`src/design/isa_pkg.sv`:
```
// Constants shared by the slave addressing block
package isa_pkg;
  // Status codes reported to software
  localparam logic [7:0] CODE_ADDR_WRITE = 8'h44;
  localparam logic [7:0] CODE_DATA_NACK = 8'h48;
  localparam logic [7:0] CODE_GC_NACK = 8'h4A;
  localparam logic [7:0] CODE_DATA_ACK = 8'h4C;
  localparam logic [7:0] CODE_GC_ACK = 8'h4E;
  localparam logic [7:0] CODE_ADDR_READ = 8'h54;
  localparam logic [7:0] CODE_STOP = 8'h30;
  localparam logic [7:0] CODE_RESET = 8'h00;
  // Special address and data values
  localparam logic [7:0] GC_ADDR = 8'h00;
  localparam logic [7:0] GC_RESET_BYTE = 8'h06;
  localparam logic [4:0] WIDE_PREFIX = 5'h1E;
  // Field positions in the upper identifier
  localparam int UPPER_VALID_POS = 7;
  localparam int UPPER_ADDR_LSB = 0;
  // Bit counter landmarks within one byte frame
  localparam logic [3:0] CNT_LAST_DATA = 4'h7;
  localparam logic [3:0] CNT_ACK = 4'h8;
  localparam logic [3:0] CNT_DONE = 4'h9;
  // Transfer phases
  typedef enum logic [2:0] {
    PH_IDLE,
    PH_ADDR1,
    PH_ADDR2,
    PH_DATA,
    PH_SKIP
  } isa_phase_t;
endpackage

```
`src/design/isa_slave.sv`:
```
// Slave addressing and receive sequencer of the serial bus controller
`timescale 1ns/1ns
`default_nettype none

module isa_slave (
  // Clock and reset
  input wire logic i_ref_clk,
  input wire logic i_reset_n,
  // Serial bus pins, open drain
  input wire logic i_scl,
  output logic o_scl_out,
  output logic o_scl_oe,
  input wire logic i_sda,
  output logic o_sda_out,
  output logic o_sda_oe,
  // Configuration
  input wire logic i_slave_mode_enable,
  input wire logic i_broadcast_call_enable,
  input wire logic i_wide_address_enable,
  input wire logic [7:0] i_own_address_upper,
  input wire logic [7:0] i_own_address_lower,
  input wire logic [9:0] i_own_address_mask,
  // Software control
  input wire logic i_ack_reply_select,
  input wire logic i_event_clear,
  input wire logic i_start_request,
  // Status
  output logic [7:0] o_transfer_state_code,
  output logic o_transfer_event_flag,
  output logic [7:0] o_rx_data,
  output logic o_chip_reset,
  output logic o_master_request
);
  import isa_pkg::*;

  typedef struct packed {
    logic scl_s1;
    logic scl_s2;
    logic scl_d;
    logic sda_s1;
    logic sda_s2;
    logic sda_d;
    isa_phase_t phase;
    logic [3:0] bit_cnt;
    logic [7:0] shift;
    logic do_ack;
    logic sda_oe;
    logic scl_oe;
    logic gc;
    logic gc_first;
    logic wide_sel;
    logic selected;
    logic ack_sel;
    logic pend_evt;
    logic pend_rst;
    logic [7:0] pend_code;
    logic flag;
    logic [7:0] code;
    logic [7:0] rx_data;
    logic chip_rst;
    logic master_req;
  } isa_state_t;

  isa_state_t st;
  isa_state_t next_st;

  // Masked compare; a set mask bit forces that position to match
  function automatic logic addr_hit(input logic [9:0] rx, input logic [9:0] own,
                                    input logic [9:0] mask);
    addr_hit = &((rx ~^ own) | mask);
  endfunction

  // Bus conditions seen through the synchronisers, and decoded configuration
  logic scl_rise;
  logic scl_fall;
  logic bus_start;
  logic bus_stop;
  logic [7:0] byte_in;
  logic cmp_valid;
  logic wide_on;
  logic narrow_on;
  logic [1:0] own_upper;

  assign scl_rise = st.scl_s2 & ~st.scl_d;
  assign scl_fall = ~st.scl_s2 & st.scl_d;
  assign bus_start = st.scl_s2 & st.scl_d & st.sda_d & ~st.sda_s2;
  assign bus_stop = st.scl_s2 & st.scl_d & ~st.sda_d & st.sda_s2;
  assign byte_in = {st.shift[6:0], st.sda_s2};
  assign cmp_valid = i_own_address_upper[UPPER_VALID_POS];
  assign own_upper = i_own_address_upper[UPPER_ADDR_LSB +: 2];
  // Wide mode needs both enables and a live comparator
  assign wide_on = i_slave_mode_enable & i_wide_address_enable & cmp_valid;
  assign narrow_on = i_slave_mode_enable & ~i_wide_address_enable & cmp_valid;

  // Next state of the whole block
  always_comb begin
    next_st = st;
    next_st.chip_rst = 1'b0;
    next_st.scl_s1 = i_scl;
    next_st.scl_s2 = st.scl_s1;
    next_st.scl_d = st.scl_s2;
    next_st.sda_s1 = i_sda;
    next_st.sda_s2 = st.sda_s1;
    next_st.sda_d = st.sda_s2;

    // Mastership request drops as soon as software withdraws it
    if (!i_start_request) begin
      next_st.master_req = 1'b0;
    end

    // Software service: clearing releases the stalled step
    if (i_event_clear && st.flag) begin
      next_st.flag = 1'b0;
      next_st.scl_oe = 1'b0;
      next_st.ack_sel = i_ack_reply_select;
      if (st.code == CODE_STOP) begin
        next_st.master_req = i_start_request;
      end
    end

    // Bus events come after the clear so a new event is never lost
    if (bus_stop) begin
      if (st.selected) begin
        next_st.flag = 1'b1;
        next_st.code = CODE_STOP;
      end
      next_st.phase = PH_IDLE;
      next_st.selected = 1'b0;
      next_st.gc = 1'b0;
      next_st.wide_sel = 1'b0;
      next_st.sda_oe = 1'b0;
      next_st.scl_oe = 1'b0;
      next_st.do_ack = 1'b0;
      next_st.pend_evt = 1'b0;
      next_st.pend_rst = 1'b0;
    end else if (bus_start) begin
      // Wide selection survives a repeated start for the read turn
      next_st.phase = i_slave_mode_enable ? PH_ADDR1 : PH_IDLE;
      next_st.bit_cnt = 4'h0;
      next_st.sda_oe = 1'b0;
      next_st.do_ack = 1'b0;
      next_st.gc = 1'b0;
      next_st.selected = 1'b0;
      next_st.pend_evt = 1'b0;
      next_st.pend_rst = 1'b0;
    end else if (scl_rise && st.phase != PH_IDLE) begin
      if (st.bit_cnt <= CNT_LAST_DATA) begin
        next_st.shift = byte_in;
      end
      next_st.bit_cnt = st.bit_cnt + 4'h1;
      if (st.bit_cnt == CNT_LAST_DATA) begin
        // Whole byte in: decide reply and pending event
        unique case (st.phase)
          PH_ADDR1: begin
            if (byte_in == GC_ADDR && i_slave_mode_enable && i_broadcast_call_enable) begin
              next_st.do_ack = 1'b1;
              next_st.gc = 1'b1;
              next_st.gc_first = 1'b1;
              next_st.selected = 1'b1;
              next_st.ack_sel = 1'b1;
              next_st.phase = PH_DATA;
            end else if (wide_on && byte_in[7:3] == WIDE_PREFIX &&
                         addr_hit({byte_in[2:1], 8'h00}, {own_upper, 8'h00},
                                  i_own_address_mask)) begin
              if (!byte_in[0]) begin
                next_st.do_ack = 1'b1;
                next_st.wide_sel = 1'b0;
                next_st.phase = PH_ADDR2;
              end else if (st.wide_sel) begin
                // Same upper byte after repeated start: read turn
                next_st.do_ack = 1'b1;
                next_st.selected = 1'b1;
                next_st.pend_evt = 1'b1;
                next_st.pend_code = CODE_ADDR_READ;
                next_st.phase = PH_SKIP;
              end else begin
                next_st.phase = PH_SKIP;
              end
            end else if (narrow_on &&
                         addr_hit({3'h0, byte_in[7:1]}, {3'h0, i_own_address_lower[6:0]},
                                  {3'h0, i_own_address_mask[6:0]})) begin
              next_st.do_ack = 1'b1;
              next_st.selected = 1'b1;
              next_st.pend_evt = 1'b1;
              next_st.pend_code = byte_in[0] ? CODE_ADDR_READ : CODE_ADDR_WRITE;
              next_st.phase = byte_in[0] ? PH_SKIP : PH_DATA;
            end else begin
              // Not for us; a different upper byte also ends a wide session
              next_st.wide_sel = 1'b0;
              next_st.phase = PH_SKIP;
            end
          end
          PH_ADDR2: begin
            if (addr_hit({2'h0, byte_in}, {2'h0, i_own_address_lower},
                         {2'h0, i_own_address_mask[7:0]})) begin
              next_st.do_ack = 1'b1;
              next_st.selected = 1'b1;
              next_st.wide_sel = 1'b1;
              next_st.pend_evt = 1'b1;
              next_st.pend_code = CODE_ADDR_WRITE;
              next_st.phase = PH_DATA;
            end else begin
              next_st.phase = PH_SKIP;
            end
          end
          PH_DATA: begin
            next_st.rx_data = byte_in;
            next_st.do_ack = st.ack_sel;
            next_st.gc_first = 1'b0;
            if (st.gc) begin
              next_st.pend_code = st.ack_sel ? CODE_GC_ACK : CODE_GC_NACK;
            end else begin
              next_st.pend_code = st.ack_sel ? CODE_DATA_ACK : CODE_DATA_NACK;
            end
            // Reset byte after broadcast replaces the event entirely
            if (st.gc && st.gc_first && byte_in == GC_RESET_BYTE) begin
              next_st.pend_rst = 1'b1;
              next_st.pend_evt = 1'b0;
            end else begin
              next_st.pend_evt = 1'b1;
            end
            if (!st.ack_sel) begin
              next_st.phase = PH_SKIP;
            end
          end
          default: begin
            next_st.do_ack = 1'b0;
          end
        endcase
      end
    end else if (scl_fall && st.phase != PH_IDLE) begin
      // Acknowledge slot opens on the fall after the eighth bit
      if (st.bit_cnt == CNT_ACK && st.do_ack) begin
        next_st.sda_oe = 1'b1;
      end
      // Ack slot over: release data, post event, stall the clock
      if (st.bit_cnt == CNT_DONE) begin
        next_st.sda_oe = 1'b0;
        next_st.bit_cnt = 4'h0;
        next_st.do_ack = 1'b0;
        if (st.pend_evt) begin
          next_st.flag = 1'b1;
          next_st.code = st.pend_code;
          next_st.scl_oe = 1'b1;
        end
        if (st.pend_rst) begin
          next_st.chip_rst = 1'b1;
        end
        next_st.pend_evt = 1'b0;
        next_st.pend_rst = 1'b0;
      end
    end
  end

  // State register; the pins idle high so the synchronisers start released
  always_ff @(posedge i_ref_clk) begin
    if (!i_reset_n) begin
      st <= '0;
      st.scl_s1 <= 1'b1;
      st.scl_s2 <= 1'b1;
      st.scl_d <= 1'b1;
      st.sda_s1 <= 1'b1;
      st.sda_s2 <= 1'b1;
      st.sda_d <= 1'b1;
      st.phase <= PH_IDLE;
      st.code <= CODE_RESET;
    end else begin
      st <= next_st;
    end
  end

  // Outputs; the pins only ever pull low
  assign o_scl_out = 1'b0;
  assign o_sda_out = 1'b0;
  assign o_scl_oe = st.scl_oe;
  assign o_sda_oe = st.sda_oe;
  assign o_transfer_state_code = st.code;
  assign o_transfer_event_flag = st.flag;
  assign o_rx_data = st.rx_data;
  assign o_chip_reset = st.chip_rst;
  assign o_master_request = st.master_req;

  // Clock stretching only happens behind a pending event
  a_stretch_needs_flag: assert property (@(posedge i_ref_clk) disable iff (!i_reset_n)
    o_scl_oe |-> o_transfer_event_flag)
    else $error("clock held low without pending event");

  // Flag persists until software clears it
  a_flag_held: assert property (@(posedge i_ref_clk) disable iff (!i_reset_n)
    (o_transfer_event_flag && !i_event_clear) |=> o_transfer_event_flag)
    else $error("event flag dropped without clear");

  // Stop of a selected transfer posts the stop code next cycle
  a_stop_reports: assert property (@(posedge i_ref_clk) disable iff (!i_reset_n)
    (bus_stop && st.selected) |=> (o_transfer_event_flag && o_transfer_state_code == CODE_STOP))
    else $error("stop not reported");

  // Chip reset only for the reset byte
  a_reset_byte: assert property (@(posedge i_ref_clk) disable iff (!i_reset_n)
    o_chip_reset |-> (o_rx_data == GC_RESET_BYTE && st.gc && !$rose(o_transfer_event_flag)))
    else $error("chip reset without reset byte");

  // Broadcast accepted only with both enables
  a_gc_enables: assert property (@(posedge i_ref_clk) disable iff (!i_reset_n)
    $rose(st.gc) |-> $past(i_slave_mode_enable && i_broadcast_call_enable))
    else $error("broadcast accepted while disabled");

  // Acked data byte reports the ack code
  a_ack_code: assert property (@(posedge i_ref_clk) disable iff (!i_reset_n)
    ($rose(o_transfer_event_flag) && o_transfer_state_code == CODE_DATA_ACK) |-> st.ack_sel)
    else $error("ack code with ack select low");

  // Refused data byte reports the refusal code
  a_nack_code: assert property (@(posedge i_ref_clk) disable iff (!i_reset_n)
    ($rose(o_transfer_event_flag) && o_transfer_state_code == CODE_DATA_NACK) |-> !st.ack_sel)
    else $error("refusal code with ack select high");

  // Broadcast data events carry only the broadcast codes
  a_gc_code: assert property (@(posedge i_ref_clk) disable iff (!i_reset_n)
    ($rose(o_transfer_event_flag) && st.gc) |->
      (o_transfer_state_code == CODE_GC_ACK || o_transfer_state_code == CODE_GC_NACK))
    else $error("broadcast event with wrong code");

  // Wide selection needs the comparator valid bit
  a_wide_valid: assert property (@(posedge i_ref_clk) disable iff (!i_reset_n)
    $rose(st.wide_sel) |-> $past(cmp_valid && i_wide_address_enable))
    else $error("wide selection with comparator off");

  // Own write address event leads into the data phase
  a_addr_write: assert property (@(posedge i_ref_clk) disable iff (!i_reset_n)
    ($rose(o_transfer_event_flag) && o_transfer_state_code == CODE_ADDR_WRITE) |->
      (st.phase == PH_DATA && st.selected))
    else $error("address event outside data phase");

endmodule

`default_nettype wire

```
`config.mk`:
```
export PLATFORM = sky130hd
export DESIGN_NAME = isa_slave
export DESIGN_NICKNAME = d
export VERILOG_FILES = /design/src/design/isa_pkg.sv /design/src/design/isa_slave.sv
export SDC_FILE = /design/constraint.sdc
export NUM_CORES = 1
export LEC_CHECK = 0
export ABC_AREA = 1
export BUFFER_PORTS_ARGS = -buffer_cell sky130_fd_sc_hd__buf_4
export CAP_MARGIN = 10
export CORE_MARGIN = 1.5
export CORE_UTILIZATION = 59
export CTS_CLUSTER_DIAMETER = 30
export DETAILED_ROUTE_END_ITERATION = 7
export GPL_ROUTABILITY_DRIVEN = 0
export PLACE_DENSITY_LB_ADDON = 0.2
export SKIP_LAST_GASP = 1
export SYNTH_ARGS = -nofsm -noshare
export SYNTH_HDL_FRONTEND = slang
export SYNTH_SLANG_ARGS = --single-unit
```
`constraint.sdc`:
```
create_clock -name i_ref_clk -period 4.4 [get_ports i_ref_clk]
set_clock_uncertainty 0.2 [all_clocks]
set_input_delay 0.44 -clock i_ref_clk [delete_from_list [all_inputs] [get_ports i_ref_clk]]
set_output_delay 0.44 -clock i_ref_clk [all_outputs]
set_load 0.1 [all_outputs]
```
==> flow_summary_export.csv <==
group,metric,value,unit
outcome,outcome,"complete, no violations",
job,drv_cap,0,
global_route,antenna_found_initial,0,
global_route,track_usage,26.3,%
clock_network,cts_resized,0,
min_path,hold_path_class,"in -> reg",
die,num_io_pins,59,
timing,finalHoldViolations,0,
clock_network,h-tree-depth,2,
global_route,met1_usage,36.6,%
clock_network,cts_made_buffers,5,
synth,ys_warn_count,0,
synth,synthFlopType,"dfxtp_1",
timing,tns,0,ns
die,die_y,74.2,um
route,drt-initial-drc-count,300,
layout,num-nets-final,536,
worst_setup_path,worstPathCellList,"ha_1 -> nand2_1 -> nor2_1 -> nand2_4 -> nor2_4 -> inv_1 -> nor2_1 -> nor2_2",
die,die_area,0.00550,sq mm
synth,synth-async-reset-ratio,0,%
placed_design,portBuffers,49,
clock_network,cts_root_buf,"clkbuf_8",
global_route,global_route.usage.met3,4.47,%
route,drtAntennaViolNets,0,
die,core,0.00479,sq mm
worst_setup_path,cp_common_cell,"nor2_1",
timing,max_freq,0.480,GHz
worst_setup_path,arrival,2.08,ns
route,drt-pass1-iter-count,5,
clock_network,numClockSinks,52,
die,rows,25,
power_and_ir_drop,p_total,0.831,mW
synth,ys_types,36,
layout,fillCellCount,452,
timing,rsz0062_at_grt,"false",
layout,multi_input_comb_area,0.00151,sq mm
synth,synth_cells,465,
synth,synth_seq_cells,52,
clock_network,cts_setup_buffers,0,
clock_network,cts_tree,"done",
worst_setup_path,slowest_stage,"dfxtp_1",
worst_setup_path,end_kind,"flip-flop",
synth,synthTopCellsByArea,"dfxtp_1 (35%), nand2_1 (16%), inv_1 (6.9%), a21oi_1 (6.9%), nor2_1 (5.9%)",
synth,synth_area,0.00299,sq mm
global_route,grt_pass1_wl,11300,um
die,initial_core_util,62.4,%
layout,seq_area,0.00104,sq mm
synth,seq_area_frac_synth,34.9,%
synth,postSynthAreaPerCell,6.42,sq um
power_and_ir_drop,leakage,1.61,nW
timing,setup_viol,0,
die,die_w,74.2,um
global_route,gr-usage-met2,42.4,%
power_and_ir_drop,power.density,249,mW/mm^2
layout,diodes,0,
worst_setup_path,cp_num_buf_inv,1,
synth,synth.top_cell.area_share,34.9,%
placed_design,dp_hpwl,5270,um
global_route,overflow,0,
clock_network,clk_pin_slew,0.09,ns
global_route,grt_pass1_vias,2608,
timing,period_share,47.4,%
global_route,grt_most_used_layer,"met2",
route,wirelength,6710,um
route,wl_per_cell,11.9,um
power_and_ir_drop,peakVddDrop,0.000240,V
worst_setup_path,start_kind,"flip-flop",
layout,syn_to_final_growth,11.8,%
global_route,grt_start_max_net_pins,25,
worst_setup_path,critical_path_class,"reg -> reg",
timing,slew_viol_final,0,
synth,synth_top_area_cell,"dfxtp_1",
layout,drive_gt1_share,17.7,%
worst_setup_path,cpLargestDelayFamily,"simple AND/OR/NAND/NOR gates",
worst_setup_path,slowest_delay,0.44,ns
clock_network,cts_buffer_depth,2,
clock_network,clkLatencyLatePin,0.30,ns
worst_setup_path,cp_max_fo,18,
worst_setup_path,critPathRequiredTime,4.40,ns
clock_network,ctsHoldBuffers,0,
route,viasPerCell,5.26,
route,vias,2972,
route,drc_errors,0,
timing,fin_crit,2.08,ns
synth,synth-edff-count,0,
-- worst paths after layout --
kind               startpoint  cells after the start  slack, ns     endpoint
setup / recovery       st[45]                      8       2.32       st[21]
hold / removal          i_scl                      2       0.12  next_st[56]
setup reg to reg       st[45]                      8       2.32       st[21]
hold reg to reg   next_st[56]                      1       0.22  next_st[55]
-- per-layer routing --
layer | share of wire (%) | up-vias
li1 | - | 1516
met3 | 6.9 | 16
met1 | 47 | 1340
met5 | 0 | -
met4 | 1.8 | 0
met2 | 44 | 100
-- worst reg2reg max path: stages, from the launching register on --
cell and delay, ns:
dfxtp_1 0.44, ha_1 0.20, nand2_1 0.07, nor2_1 0.26
nand2_4 0.15, nor2_4 0.32, inv_1 0.13, nor2_1 0.17
nor2_2 0.06
-- cells by family after synthesis --
| kind of cell | count (synthesis) | synth area share (%) |
|---|---|---|
| AND/OR/NAND/NOR | 243 | 35.7 |
| buffers and inverters | 93 | 15.0 |
| AO/OA/AOI/OAI | 73 | 13.1 |
| flip-flops | 52 | 34.9 |
| adder cells (fa/ha/maj) | 3 | 1.26 |
| other | 1 | 0.126 |
-- sequential cells by signal, summed over array words and instances, names as in the netlist --
| register | count |
|---|---|
| o_sda_oe | 1 |
| o_chip_reset | 1 |
| st | 22 |
| o_transfer_state_code | 6 |
| next_st | 3 |
| o_rx_data | 8 |
| byte_in | 8 |
| o_master_request | 1 |
| o_scl_oe | 1 |
| o_transfer_event_flag | 1 |
-- Yosys cell counts, types with 3 or more instances --
cell and instances:
ha_1 3, nor2_1 47, nand2_1 124, inv_2 9, or2_2 4, a21oi_1 41
nand4_1 5, nand2_2 5, nor2_2 8, nand3_1 34, o21ai_0 21, dfxtp_1 52
nor3_1 8, buf_2 3, buf_4 20, inv_1 55
-- layout by cell type (no fill, tap or decap), types with 2 or more instances in the layout --
cell type,n
o21ai_0,21
nor3_1,8
clkbuf_8,5
nand3_1,34
dfxtp_1,52
nor2_1,47
a31oi_1,2
ha_1,3
inv_2,9
or2_2,4
o211ai_1,2
buf_4,49
inv_1,55
a211oi_1,2
a21oi_1,41
nand4_1,5
clkbuf_1,2
nor2_2,8
nor2_4,2
conb_1,4
nand2_2,5
nand2_1,124
-- layout make-up --
cell class	count	share of cell area, %
Multi-Input combinational cell	323	45.2
Timing Repair Buffer	49	11.0
Tap cell	67	2.51
Inverter	66	7.57
Sequential cell	52	31.2
Clock buffer	7	2.29
Clock inverter	1	0.262
-- report_power, final --
part	switching, mW	internal, mW	total [mW]
clock network	0.144	0.114	0.258
registers	0.00253	0.473	0.476
logic	0.0623	0.0353	0.0975
total	0.209	0.622	0.831
-- per-stage QoR --
step	instances	utilization, %	hold WS, ns	setup slack [ns]	instance area (sq um)
2_1_floorplan	468	-	0.193	2.62	3000
3_3_place_gp	557	68.0	0.194	2.28	3250
3_5_place_dp	557	68.0	0.204	2.27	3250
4_1_cts	565	69.8	0.115	2.32	3340
5_1_grt	565	69.8	0.117	2.12	3340
6_report	565	69.8	0.123	2.32	3340
(Power assumes the default switching activity.)
